### src/core/cst_defs.vh
/*
  constants for the charge safety timer and temperature control core:
  apb offsets, field positions, reset values and timing counts.
  assumes inclusion by its bare name from the core source.
*/
`ifndef CST_DEFS_VH
`define CST_DEFS_VH

// register byte offsets
`define CST_OFS_CTRL 12'h000
`define CST_OFS_ZONE 12'h004
`define CST_OFS_COMP 12'h008
`define CST_OFS_TERMINATION_VOLTAGE 12'h00C
`define CST_OFS_TIMER 12'h010
`define CST_OFS_STATUS 12'h014
`define CST_OFS_TARGET 12'h018

// ctrl fields
`define CST_CTRL_TH_DIS 0
`define CST_CTRL_ZONE_DIS 1
`define CST_CTRL_TERM_EN 2
`define CST_CTRL_TMR_DIS 3
`define CST_CTRL_TMR_SUSP 4
`define CST_CTRL_RCH_SEL 5
`define CST_CTRL_CELLS_LSB 8
`define CST_CTRL_RST 32'h0000_0300

// zone fields
`define CST_ZONE_COOL_LSB 0
`define CST_ZONE_KEEP 2
`define CST_ZONE_VDROP_LSB 3
`define CST_ZONE_HOT_LSB 6
`define CST_ZONE_COLD 8
`define CST_ZONE_RST 32'h0000_0003

// compensation fields
`define CST_COMP_CLAMP_LSB 0
`define CST_COMP_RES_LSB 3
`define CST_COMP_RST 32'h0000_0000

// termination voltage in mv (low half), termination current in ma (high half)
`define CST_TERMINATION_VOLTAGE_RST 32'h0064_3138
`define CST_TIMER_RST 32'h0000_000F

// compensation steps and per-cell recharge drops
`define CST_RES_STEP_MOHM 20
`define CST_CLAMP_STEP_MV 60
`define CST_RCH_LO_MV 100
`define CST_RCH_HI_MV 150

// timing
`define CST_CLK_PERIOD_NS 10
`define CST_TICK_TIME_NS 1_000_000_000
`define CST_TICK_CYCLES (`CST_TICK_TIME_NS / `CST_CLK_PERIOD_NS)
`define CST_LOWBAT_TIME_MIN 120
`define CST_FAST_STEP_MIN 30
`define CST_LOWBAT_TICKS (`CST_LOWBAT_TIME_MIN * 60)
`define CST_FAST_STEP_TICKS (`CST_FAST_STEP_MIN * 60)

`endif

### src/core/cst_core.v
/*
  charge qualification core: temperature zones, simple threshold mode,
  path compensation of the termination target, full/terminate decision,
  recharge re-entry and the two safety timers, behind an apb slave.
  assumes comparator levels from the thermistor front end arrive
  asynchronously, and battery/loop levels come from logic on this clock.
*/
// Added by the designer: the APB register port and the address map.
`timescale 1ns/1ps
`default_nettype none
`include "cst_defs.vh"

module cst_core #(
  parameter TICK_CYCLES = `CST_TICK_CYCLES,
  parameter LOWBAT_TICKS = `CST_LOWBAT_TICKS,
  parameter FAST_STEP_TICKS = `CST_FAST_STEP_TICKS
) (
  // clock and reset
  input wire i_core_clk,
  input wire i_rst,
  // apb slave
  input wire i_psel,
  input wire i_penable,
  input wire i_pwrite,
  input wire [11:0] i_paddr,
  input wire [31:0] i_pwdata,
  output reg [31:0] o_prdata,
  output reg o_pready,
  output reg o_pslverr,
  // thermistor comparators {gt65,gt60,gt55,gt45,lt10,lt0,ltm10}
  input wire [6:0] i_th_cmp,
  // battery and loop status
  input wire i_chg_enable,
  input wire i_sm_reset,
  input wire i_vbat_low,
  input wire [15:0] i_vbat_mv,
  input wire [15:0] i_programmed_charge_current_ma,
  input wire i_reg_vin,
  input wire i_reg_iin,
  input wire i_reg_die,
  // charge control
  output reg [1:0] o_fast_current_scale,
  output reg [15:0] o_termination_voltage_target_mv,
  output reg o_supply_enable,
  output reg o_temp_suspend,
  output reg [5:0] o_state,
  output reg o_fault
);

  localparam ST_RESET = 6'b000001;
  localparam ST_LOWBAT = 6'b000010;
  localparam ST_FAST = 6'b000100;
  localparam ST_FULL = 6'b001000;
  localparam ST_TERM = 6'b010000;
  localparam ST_FAULT = 6'b100000;

  // step constants held at the width of the arithmetic that uses them
  localparam [7:0] RES_STEP = `CST_RES_STEP_MOHM;
  localparam [15:0] CLAMP_STEP = `CST_CLAMP_STEP_MV;
  localparam [15:0] RCH_LO = `CST_RCH_LO_MV;
  localparam [15:0] RCH_HI = `CST_RCH_HI_MV;

  reg [31:0] ctrl_q;
  reg [31:0] zone_q;
  reg [31:0] comp_q;
  reg [31:0] termination_voltage_q;
  reg [31:0] timer_q;
  reg [5:0] state_q;
  reg [5:0] state_d;

  // comparator synchroniser, three stages, change accepted when 2 and 3 agree
  reg [6:0] th_s1_q;
  reg [6:0] th_s2_q;
  reg [6:0] th_s3_q;
  reg [6:0] th_q;
  genvar g;
  generate
    for (g = 0; g < 7; g = g + 1) begin : g_sync
      always @(posedge i_core_clk or posedge i_rst) begin
        if (i_rst) begin
          th_s1_q[g] <= 1'b0;
          th_s2_q[g] <= 1'b0;
          th_s3_q[g] <= 1'b0;
          th_q[g] <= 1'b0;
        end else begin
          th_s1_q[g] <= i_th_cmp[g];
          th_s2_q[g] <= th_s1_q[g];
          th_s3_q[g] <= th_s2_q[g];
          if (th_s2_q[g] == th_s3_q[g]) begin
            th_q[g] <= th_s3_q[g];
          end
        end
      end
    end
  endgenerate

  wire lt_m10 = th_q[0];
  wire lt_0 = th_q[1];
  wire lt_10 = th_q[2];
  wire gt_45 = th_q[3];
  wire gt_55 = th_q[4];
  wire gt_60 = th_q[5];
  wire gt_65 = th_q[6];

  wire th_dis = ctrl_q[`CST_CTRL_TH_DIS];
  wire zone_dis = ctrl_q[`CST_CTRL_ZONE_DIS];
  wire term_en = ctrl_q[`CST_CTRL_TERM_EN];
  wire tmr_dis = ctrl_q[`CST_CTRL_TMR_DIS];
  wire tmr_susp = ctrl_q[`CST_CTRL_TMR_SUSP];
  wire rch_sel = ctrl_q[`CST_CTRL_RCH_SEL];
  wire [2:0] cells = ctrl_q[`CST_CTRL_CELLS_LSB +: 3];
  wire [1:0] cool_sel = zone_q[`CST_ZONE_COOL_LSB +: 2];
  wire keep = zone_q[`CST_ZONE_KEEP];
  wire [2:0] vdrop_sel = zone_q[`CST_ZONE_VDROP_LSB +: 3];
  wire [1:0] hot_sel = zone_q[`CST_ZONE_HOT_LSB +: 2];
  wire cold_sel = zone_q[`CST_ZONE_COLD];
  wire [2:0] clamp_sel = comp_q[`CST_COMP_CLAMP_LSB +: 3];
  wire [2:0] res_sel = comp_q[`CST_COMP_RES_LSB +: 3];
  wire [15:0] termination_voltage_mv = termination_voltage_q[15:0];
  wire [15:0] iterm_ma = termination_voltage_q[31:16];
  wire [4:0] fast_sel = timer_q[4:0];

  // zone decode; hysteresis belongs to the comparators, not here
  wire zone_on = !th_dis && !zone_dis;
  wire simple_on = !th_dis && zone_dis;
  wire z_cold = zone_on && lt_0;
  wire z_cool = zone_on && !lt_0 && lt_10;
  wire z_warm = zone_on && gt_45 && !gt_60;
  wire z_hot = zone_on && gt_60;
  reg s_hot;
  always @* begin
    case (hot_sel)
      2'b00: s_hot = gt_55;
      2'b01: s_hot = gt_60;
      2'b10: s_hot = gt_65;
      default: s_hot = 1'b0;
    endcase
  end
  wire s_cold = cold_sel ? lt_m10 : lt_0;
  wire s_out = simple_on && (s_hot || s_cold);
  wire warm_vdrop = z_warm && (vdrop_sel != 3'b000);
  wire warm_half = z_warm && (vdrop_sel == 3'b000) && !keep;
  wire cool_off = z_cool && (cool_sel == 2'b00);
  wire temp_susp = z_cold || z_hot || cool_off || s_out;
  wire cool_half = z_cool && (cool_sel == 2'b01 || cool_sel == 2'b10);
  wire fast_half_zone = cool_half || warm_vdrop || warm_half;
  wire loops = i_reg_vin || i_reg_iin || i_reg_die;

  reg [1:0] scale_d;
  always @* begin
    scale_d = 2'd3;
    if (temp_susp) begin
      scale_d = 2'd0;
    end else if (z_cool) begin
      scale_d = cool_sel;
    end else if (warm_half) begin
      scale_d = 2'd2;
    end
  end

  // warm voltage reduction, 200 mv to 750 mv
  reg [15:0] drop_mv;
  always @* begin
    case (vdrop_sel)
      3'd1: drop_mv = 16'd200;
      3'd2: drop_mv = 16'd300;
      3'd3: drop_mv = 16'd400;
      3'd4: drop_mv = 16'd500;
      3'd5: drop_mv = 16'd600;
      3'd6: drop_mv = 16'd700;
      3'd7: drop_mv = 16'd750;
      default: drop_mv = 16'd0;
    endcase
  end

  // path compensation; mismatched fields give zero rise, see handover
  wire [7:0] res_mohm = {5'd0, res_sel} * RES_STEP;
  wire [15:0] clamp_mv = {13'd0, clamp_sel} * CLAMP_STEP;
  wire [23:0] ir_uv = i_programmed_charge_current_ma * res_mohm;
  wire [23:0] ir_mv_w = ir_uv / 24'd1000;
  wire [15:0] ir_mv = ir_mv_w[15:0];
  wire [15:0] rise_mv = (ir_mv < clamp_mv) ? ir_mv : clamp_mv;
  wire [15:0] drop_use = warm_vdrop ? drop_mv : 16'd0;
  wire [15:0] target_mv = termination_voltage_mv + rise_mv - drop_use;
  wire [15:0] rch_cell = rch_sel ? RCH_HI : RCH_LO;
  wire [15:0] rch_mv = rch_cell * {13'd0, cells};
  wire [15:0] rch_level = target_mv - rch_mv;

  // prescaled one-second tick
  reg [31:0] pre_q;
  reg tick_q;
  always @(posedge i_core_clk or posedge i_rst) begin
    if (i_rst) begin
      pre_q <= 32'h0000_0000;
      tick_q <= 1'b0;
    end else if (pre_q == TICK_CYCLES - 1) begin
      pre_q <= 32'h0000_0000;
      tick_q <= 1'b1;
    end else begin
      pre_q <= pre_q + 32'h0000_0001;
      tick_q <= 1'b0;
    end
  end

  // safety timers: index 0 low battery, index 1 fast charge
  wire in_low = (state_q == ST_LOWBAT);
  wire in_fast = (state_q == ST_FAST);
  wire clr_all = tmr_dis || i_sm_reset || !i_chg_enable ||
                 (state_q == ST_RESET) || (state_q == ST_FULL) ||
                 (state_q == ST_TERM);
  wire stop = tmr_susp || temp_susp;
  wire [1:0] t_clr = {clr_all || in_low, clr_all || in_fast};
  wire [1:0] t_run = {in_fast && !stop, in_low && !stop};
  wire [1:0] t_half = {loops || fast_half_zone, loops};
  wire [31:0] fast_limit = FAST_STEP_TICKS * ({27'd0, fast_sel} + 32'd1);
  wire [63:0] t_limit = {fast_limit, LOWBAT_TICKS[31:0]};
  reg [31:0] t_cnt_q [0:1];
  reg [1:0] t_phase_q;
  wire [1:0] t_exp;
  generate
    for (g = 0; g < 2; g = g + 1) begin : g_tmr
      assign t_exp[g] = !tmr_dis && (t_cnt_q[g] >= t_limit[32*g +: 32]);
      always @(posedge i_core_clk or posedge i_rst) begin
        if (i_rst) begin
          t_cnt_q[g] <= 32'h0000_0000;
          t_phase_q[g] <= 1'b0;
        end else if (t_clr[g]) begin
          t_cnt_q[g] <= 32'h0000_0000;
          t_phase_q[g] <= 1'b0;
        end else if (tick_q && t_run[g] && !t_exp[g]) begin
          // stopped timers simply skip this branch and hold
          t_phase_q[g] <= !t_phase_q[g];
          if (!t_half[g] || t_phase_q[g]) begin
            t_cnt_q[g] <= t_cnt_q[g] + 32'h0000_0001;
          end
        end
      end
    end
  endgenerate

  // charge qualification machine
  wire term_ok = (i_vbat_mv >= target_mv) && (i_programmed_charge_current_ma < iterm_ma) && !loops;
  always @* begin
    state_d = state_q;
    if (!i_chg_enable || i_sm_reset) begin
      state_d = ST_RESET;
    end else begin
      case (state_q)
        ST_RESET: begin
          state_d = i_vbat_low ? ST_LOWBAT : ST_FAST;
        end
        ST_LOWBAT: begin
          if (t_exp[0]) begin
            state_d = ST_FAULT;
          end else if (!i_vbat_low) begin
            state_d = ST_FAST;
          end
        end
        ST_FAST: begin
          if (t_exp[1]) begin
            state_d = ST_FAULT;
          end else if (i_vbat_low) begin
            state_d = ST_LOWBAT;
          end else if (term_ok && !temp_susp) begin
            state_d = term_en ? ST_TERM : ST_FULL;
          end
        end
        ST_FULL: begin
          state_d = ST_FULL;
        end
        ST_TERM: begin
          if (i_vbat_mv < rch_level) begin
            state_d = ST_FAST;
          end
        end
        ST_FAULT: begin
          if (tmr_dis) begin
            state_d = ST_RESET;
          end
        end
        default: begin
          state_d = ST_RESET;
        end
      endcase
    end
  end

  always @(posedge i_core_clk or posedge i_rst) begin
    if (i_rst) begin
      state_q <= ST_RESET;
    end else begin
      state_q <= state_d;
    end
  end

  // registered outputs
  wire charging = in_low || in_fast || (state_q == ST_FULL);
  always @(posedge i_core_clk or posedge i_rst) begin
    if (i_rst) begin
      o_fast_current_scale <= 2'd0;
      o_termination_voltage_target_mv <= 16'h0000;
      o_supply_enable <= 1'b0;
      o_temp_suspend <= 1'b0;
      o_state <= ST_RESET;
      o_fault <= 1'b0;
    end else begin
      o_fast_current_scale <= scale_d;
      o_termination_voltage_target_mv <= target_mv;
      o_supply_enable <= charging && !temp_susp;
      o_temp_suspend <= temp_susp;
      o_state <= state_q;
      o_fault <= (state_q == ST_FAULT);
    end
  end

  // apb slave, one wait-free access phase
  wire setup = i_psel && !i_penable;
  wire wr = i_psel && i_penable && o_pready && i_pwrite;
  reg hit;
  reg [31:0] rd_d;
  always @* begin
    hit = 1'b1;
    rd_d = 32'h0000_0000;
    case (i_paddr)
      `CST_OFS_CTRL: rd_d = ctrl_q;
      `CST_OFS_ZONE: rd_d = zone_q;
      `CST_OFS_COMP: rd_d = comp_q;
      `CST_OFS_TERMINATION_VOLTAGE: rd_d = termination_voltage_q;
      `CST_OFS_TIMER: rd_d = timer_q;
      `CST_OFS_STATUS: rd_d = {16'h0000, loops, fast_half_zone, temp_susp,
                               s_out, z_hot, z_warm, z_cool, z_cold,
                               2'b00, state_q};
      `CST_OFS_TARGET: rd_d = {16'h0000, target_mv};
      default: hit = 1'b0;
    endcase
  end

  always @(posedge i_core_clk or posedge i_rst) begin
    if (i_rst) begin
      o_prdata <= 32'h0000_0000;
      o_pready <= 1'b0;
      o_pslverr <= 1'b0;
    end else begin
      o_pready <= setup;
      if (setup) begin
        o_prdata <= i_pwrite ? 32'h0000_0000 : rd_d;
        o_pslverr <= !hit;
      end
    end
  end

  always @(posedge i_core_clk or posedge i_rst) begin
    if (i_rst) begin
      ctrl_q <= `CST_CTRL_RST;
      zone_q <= `CST_ZONE_RST;
      comp_q <= `CST_COMP_RST;
      termination_voltage_q <= `CST_TERMINATION_VOLTAGE_RST;
      timer_q <= `CST_TIMER_RST;
    end else if (wr) begin
      case (i_paddr)
        `CST_OFS_CTRL: ctrl_q <= {21'd0, i_pwdata[10:8], 2'b00, i_pwdata[5:0]};
        `CST_OFS_ZONE: zone_q <= {23'd0, i_pwdata[8:0]};
        `CST_OFS_COMP: comp_q <= {26'd0, i_pwdata[5:0]};
        `CST_OFS_TERMINATION_VOLTAGE: termination_voltage_q <= i_pwdata;
        `CST_OFS_TIMER: timer_q <= {27'd0, i_pwdata[4:0]};
        default: ctrl_q <= ctrl_q;
      endcase
    end
  end

endmodule

`default_nettype wire

### config.mk
export PLATFORM = sky130hd
export DESIGN_NAME = cst_core
export DESIGN_NICKNAME = d
export VERILOG_FILES = /design/src/core/cst_core.v
export VERILOG_INCLUDE_DIRS = /design/src /design/src/core
export SDC_FILE = /design/constraint.sdc
export NUM_CORES = 1
export LEC_CHECK = 0
export BUFFER_PORTS_ARGS = -buffer_cell sky130_fd_sc_hd__buf_2
export CAP_MARGIN = 5
export CORE_AREA = 2 2 182 274
export CTS_CLUSTER_DIAMETER = 100
export DETAILED_ROUTE_END_ITERATION = 12
export DIE_AREA = 0 0 184 276
export SKIP_CTS_REPAIR_TIMING = 1
export SYNTH_ARGS = -nofsm -noshare
export SYNTH_HDL_FRONTEND = slang
export SYNTH_SLANG_ARGS = --single-unit
### constraint.sdc
create_clock -name i_core_clk -period 45.4 [get_ports i_core_clk]
set_input_delay 4.54 -clock i_core_clk [delete_from_list [all_inputs] [get_ports i_core_clk]]
set_output_delay 4.54 -clock i_core_clk [all_outputs]
set_load 0.02 [all_outputs]
; Word level (Yosys, flattened, before mapping)
; Cells that the tools add are included.
[classes]
n_addsub = 7
n_mul = 5
div = 1
order_cmp = 6
eq_ne = 35
mux = 35
n_reduce_logical = 88
[op_table]
columns = operator, n
row1 = $mux 32, 8
row2 = $pmux 32 s7, 1
row3 = $add 32x1->32 const B, 3
row4 = $pmux 10 s7, 1
row5 = $mux 6, 8
row6 = $eq 12x5->1 const B, 3
row7 = $pmux 6 s6, 1
row8 = $eq 32x27->1 const B, 1
row9 = $ge 32x13->1 const B, 1
row10 = $ge 32x17->1, 1
row11 = $lt 16x16->1, 2
row12 = $mux 16, 2
row13 = $logic_and 1x1->1, 30
row14 = $div 24x10->24 const B, 1
row15 = $eq 12x4->1 const B, 2
row16 = $logic_or 1x1->1, 23
row17 = $mul 16x6->22, 1
row18 = $logic_not 1->1, 17
row19 = $add 16x16->16, 1
row20 = $ge 16x16->1, 1
row21 = $lt 16x9->1, 1
row22 = $sub 16x11->16, 1
row23 = $sub 16x16->16, 1
row24 = $mul 8x6->14 const A, 1
row25 = 35 further kinds, 65
[totals]
reg_bits = 255
input_bits = 94
out_inout_bits = 61
wordCells = 226

; Logic depth before layout (Yosys ltp)
[logic_depth]
depth_word = 16
mapped_depth = 93
depth_no_buf = 86

; Worst setup path after synthesis
; OpenSTA, ideal clock, no wires.
[synth_path]
path_type = input -> register
startpoint = input port i_programmed_charge_current_ma[5]
endpoint = register state_q[2]
setup_time_ns = 0.068
arrival_ns = 21.902
required_time_ns = 45.332
setup_slack_ns = 23.430
cell_stages = 84
n_path_buf = 4
path_cell_list = and2_1 -> fa_1 -> inv_1 -> fa_1 -> fa_1 -> inv_1 -> ha_1 -> buf_2 -> a21o_1 -> or2_1 -> o21a_4 -> a21oi_4 -> xor2_4 -> a2111oi_0 -> o31a_1 -> nand2_1 -> o211a_1 -> a21o_1 -> [48 not listed] -> o21ai_0 -> nand2b_1 -> a21oi_1 -> nor2b_1 -> o21ai_0 -> nand2b_1 -> a21oi_1 -> nor2b_1 -> o21ai_0 -> nand2b_1 -> a21oi_1 -> nor2_1 -> a21oi_1 -> a21oi_1 -> or2_2 -> nor4_1 -> o21ai_0 -> nand2_1
[synth_via]
elab_chain_len = 12
word_cells_on_any_way = 16
classes_between = 3 x add/sub / 1 x mul / 1 x div / 4 x order compare / 2 x eq/ne / 1 x mux / 4 x reduce/logical
[synth_lines]
columns = element, line_no
row1 = "start, declared", cst_core.v:37  ; input wire [15:0] i_programmed_charge_current_ma,
row2 = $mul 16x6->22 (*), cst_core.v:179  ; wire [23:0] ir_uv = i_programmed_charge_current_ma * res_mohm;
row3 = $div 24x10->24 (*), cst_core.v:180  ; wire [23:0] ir_mv_w = ir_uv / 24'd1000;
row4 = $lt 16x9->1, cst_core.v:182  ; wire [15:0] rise_mv = (ir_mv < clamp_mv) ? ir_mv : clamp_mv;
row5 = $mux 16 (*), cst_core.v:182
row6 = $add 16x16->16 (*), cst_core.v:184  ; wire [15:0] target_mv = termination_voltage_mv + rise_mv - drop_use;
row7 = $sub 16x16->16 (*), cst_core.v:184
row8 = named net target_mv[6], cst_core.v:184
row9 = "parallel branches: the longest is 5 deep, another holds $sub 16x11->16", n/a
row10 = $reduce_and 4->1 (no line) (*), n/a
row11 = "end signal, assigned", cst_core.v:292  ; state_q <= state_d;
row12 = "end, declared", cst_core.v:68  ; reg [5:0] state_q;
; Mark *: on every way through the listed nets, which the timed path passes.
; A chain may end at the register's enable or synchronous reset.

; Worst setup path after layout
[layout_path]
startpoint = input port i_programmed_charge_current_ma[10]
endpoint = register state_q[2]
; Same word-level chain as after synthesis.

==> results list <==
- Result of the run: completed
* Max-slew violation count: 0
* # port buffers: 154
- Number of antenna violations at the first check in global routing: 5
- At the end of routability-driven placement, the weighted congestion stood at 0.9223.
- TritonCTS built the clock tree.
- Wire per inst: 19.82 um
- CP Max Fanout: 15
* Setup Crit Path Kind: input pin to register
* Worst vdd ir: 0.02451 mV
- Post-Syn Instances: 2371
- Yosys cell types: 119
- Switching share of power: 0.2426
- Placement row count: 99
- For this run, the slowest stage of the critical path takes 670 ps.
* Maxcap violations: 0
* DIE WIDTH: 184 um
* Worst hold path type: register to register
- Netlist Area Pre-Place: 0.02156 mm^2
- After global routing the overflow that remains totals 0.
- The share of total power dissipated in combinational logic is 0.080.
- The clock passes through at most 3 buffers.
- Hold WS: 349.8 ps
* Sort of element at the end of the critical path: register
- In this run the standard cell core region covers 0.04831 mm^2.
- IO Count: 155
- Share of total power in sequential cells: 0.467
* Layout area overhead: 10.92%
* Pin slew with the least headroom to its limit: 1085 ps
* Starting Density: 0.4462
- Pint: 0.3774 mW
- Minimum clock period: 25260 ps
- Number of synthesized flops with an enable pin: 0
- At the later pin of the worst-skew pair, clock insertion delay measures 540 ps.
- Net switching power: 0.1209 mW
* Library cell contributing the largest single delay on the critical path: nor4_1
- In the finished design, the share of the clock period the worst path needs comes to 0.5564.
- Setup tns final: 0 ps
- Via count: 18410
* Leak pwr: 10.94 nW
- In the routed layout, each cell is associated on average with a via count of 5.856.
- Required arrival time at the worst endpoint: 45880 ps
* Detailed-router iteration count before antenna repair: 7
- The first global-routing pass estimated 100400 um of wire.
- Counting flops with an async set or reset pin after synthesis yields a share of 1.000.
* Highest-count cells in the layout ignoring fill and taps: dfrtp_1, nand2_1, inv_1
* Clk sinks: 255
- The Yosys step of the flow raised 0 warnings.
- After clock tree synthesis, the clock-pin slew on the worst setup and hold paths is 70 ps.
* Clock Tree Root: clkbuf_16
- All-layer global routing usage: 0.2460
- Die area: 0.05078 mm^2
* Final nets: 2859
- In the final layout, the share of cells above drive strength 1 is 0.1413.
* Most used flip-flop cell after synthesis: dfrtp_1
* Nature of the critical path startpoint: input pin
- CP arrival: 25730 ps
- Detailed placer's ending HPWL: 49980 um
- Setup repair after global routing left no endpoint under its margin.
- CTS Buf Count: 24
- The die is 276 um tall.
* Highest attainable clock frequency: 39.59 MHz
* Cell class contributing the biggest share of worst-path delay: compound AO/OA/AOI/OAI gates
* Number of levels the H-tree was split into: 1
- Portion of the post-synthesis area used by sequential elements: 0.2971
- Avg Inst Size Synth: 9.092 um^2
* Iteration-0 DRC count of the detailed router: 1113
* Commonest non-fill, non-tap cell in the layout: dfrtp_1
- Fraction of power consumed by the clock network: 0.453
- The number of placed instances, taps included, is 3095.
- Via count of the first global-routing pass: 19080
* Normalized max-slew margin: 0.2746
* Final Hold Violating Endpoints: 0
- Number of synthesized register bits: 255
- Final Non-Filler Cells: 3143
* # DRC: 0
- For the final database, setup skew stands at 15.64 ps.
- The critical path contains buffers and inverters numbering 5 combined.
* Pin count of the biggest net entering global routing: 115
- Total Wirelength: 62300 um
- Cell area power density: 20.84 mW/mm^2
- Cell with the most instances on the worst path: a21oi_1
- Setup violations remaining at the end of the flow were counted as 0.
- Final ANT Viol Nets: 0
[registers in the layout, indices dropped and copies added (netlist names), 2 cells and up]
name and flops:
o_fast_current_scale 2, th_s3_q 7, termination_voltage_q 32, t_phase_q 2, o_termination_voltage_target_mv 16, comp_q 6, zone_q 9, timer_q 5
o_prdata 32, pre_q 32, state_q 6, t_cnt_q 64, ctrl_q 9, th_s1_q 7, o_state 6, th_s2_q 7
[metrics by stage]
stage	setup WS (ps)	power [mW]	util	area [um^2]
6_report	20140	0.4983	0.4949	23910
2_1_floorplan	23430	0.2597	-	21580
4_1_cts	20280	0.5039	0.4947	23900
3_3_place_gp	19850	0.2765	0.4765	23020
3_5_place_dp	19780	0.2770	0.4765	23020
5_1_grt	18560	0.5170	0.4949	23910
[cells in the mapped netlist, types with 8 or more instances]
cell type	instances	area share
o21a_1	23	0.0080
a41oi_1	10	0.0041
dfrtp_1	236	0.27
buf_2	13	0.0030
o211ai_1	16	0.0056
a21oi_2	9	0.0037
nand3_1	74	0.017
a31oi_1	23	0.0067
dfstp_2	19	0.023
ha_1	169	0.098
xor2_1	56	0.023
nor2_1	170	0.030
nand2_1	218	0.038
nor3_1	45	0.010
o21ai_0	106	0.025
o21ai_1	16	0.0037
or3_1	20	0.0058
a22oi_1	15	0.0052
mux2_2	44	0.023
a222oi_1	14	0.0065
fa_1	81	0.075
o2111ai_1	10	0.0041
and3_1	36	0.010
a211oi_1	18	0.0063
nor4_1	26	0.0075
maj3_1	8	0.0037
mux2i_1	10	0.0046
and2_1	73	0.021
nand2b_1	37	0.011
a22o_1	25	0.010
inv_1	188	0.033
nand4_1	29	0.0084
clkbuf_1	45	0.0078
a211o_1	11	0.0045
or2_2	10	0.0029
nor2b_1	28	0.0081
xnor2_1	84	0.034
a21o_1	49	0.017
a311oi_1	8	0.0033
a21oi_1	110	0.026
and4_1	13	0.0053
[final timing paths]
check / end / slack, ps / cells after the start / start
worst max register to register: state_q[2] / 22530 / 81 / comp_q[3]
worst min register to register: th_s2_q[3] / 350 / 0 / th_s1_q[3]
worst min-delay path: th_s2_q[3] / 350 / 0 / th_s1_q[3]
min in group asynchronous: o_termination_voltage_target_mv[0] / 4150 / 2 / i_rst
worst max-delay path: state_q[2] / 20140 / 79 / i_programmed_charge_current_ma[10]
max in group asynchronous: comp_q[1] / 38930 / 4 / i_rst
[power by group through the flow]
stage	Combinational, mW	Sequential [mW]	Clock (mW)
2_1_floorplan	0.0221	0.238	0
3_3_place_gp	0.0395	0.237	0
3_5_place_dp	0.0401	0.237	0
4_1_cts	0.0404	0.233	0.231
5_1_grt	0.0453	0.233	0.239
6_report	0.0399	0.233	0.226
[per-layer routing]
layer	wire length [um]	up-vias	GRT usage	part of all wire
met3	1841	147	0.02028	0.030
met2	33550	433	0.4701	0.54
met4	3209	2	0.1280	0.052
li1	-	8766	-	-
met5	13	-	0	0.00021
met1	23690	9057	0.2650	0.38
[cell type report]
type                    instances  area, um^2
diodes                          4       10.01
fillers                      4648       24400
repair buffers                173       913.4
multi-input cells            1872       14230
flip-flops and latches        255        6405
clock inverters                11       175.2
inverters                     189       716.9
well taps                     606       758.2
clock buffers                  33       705.7
[cell families after synthesis]
group | Yosys count | share of synthesized area
simple gates | 823 | 0.1928
xor+xnor | 143 | 0.05967
other cells | 2 | 0.0003484
buf+inv | 251 | 0.04533
compound gates | 582 | 0.1980
flops | 255 | 0.2971
fa+ha+maj | 258 | 0.1770
mux | 57 | 0.02972
No activity file was read; power rests on OpenSTA's default activity.
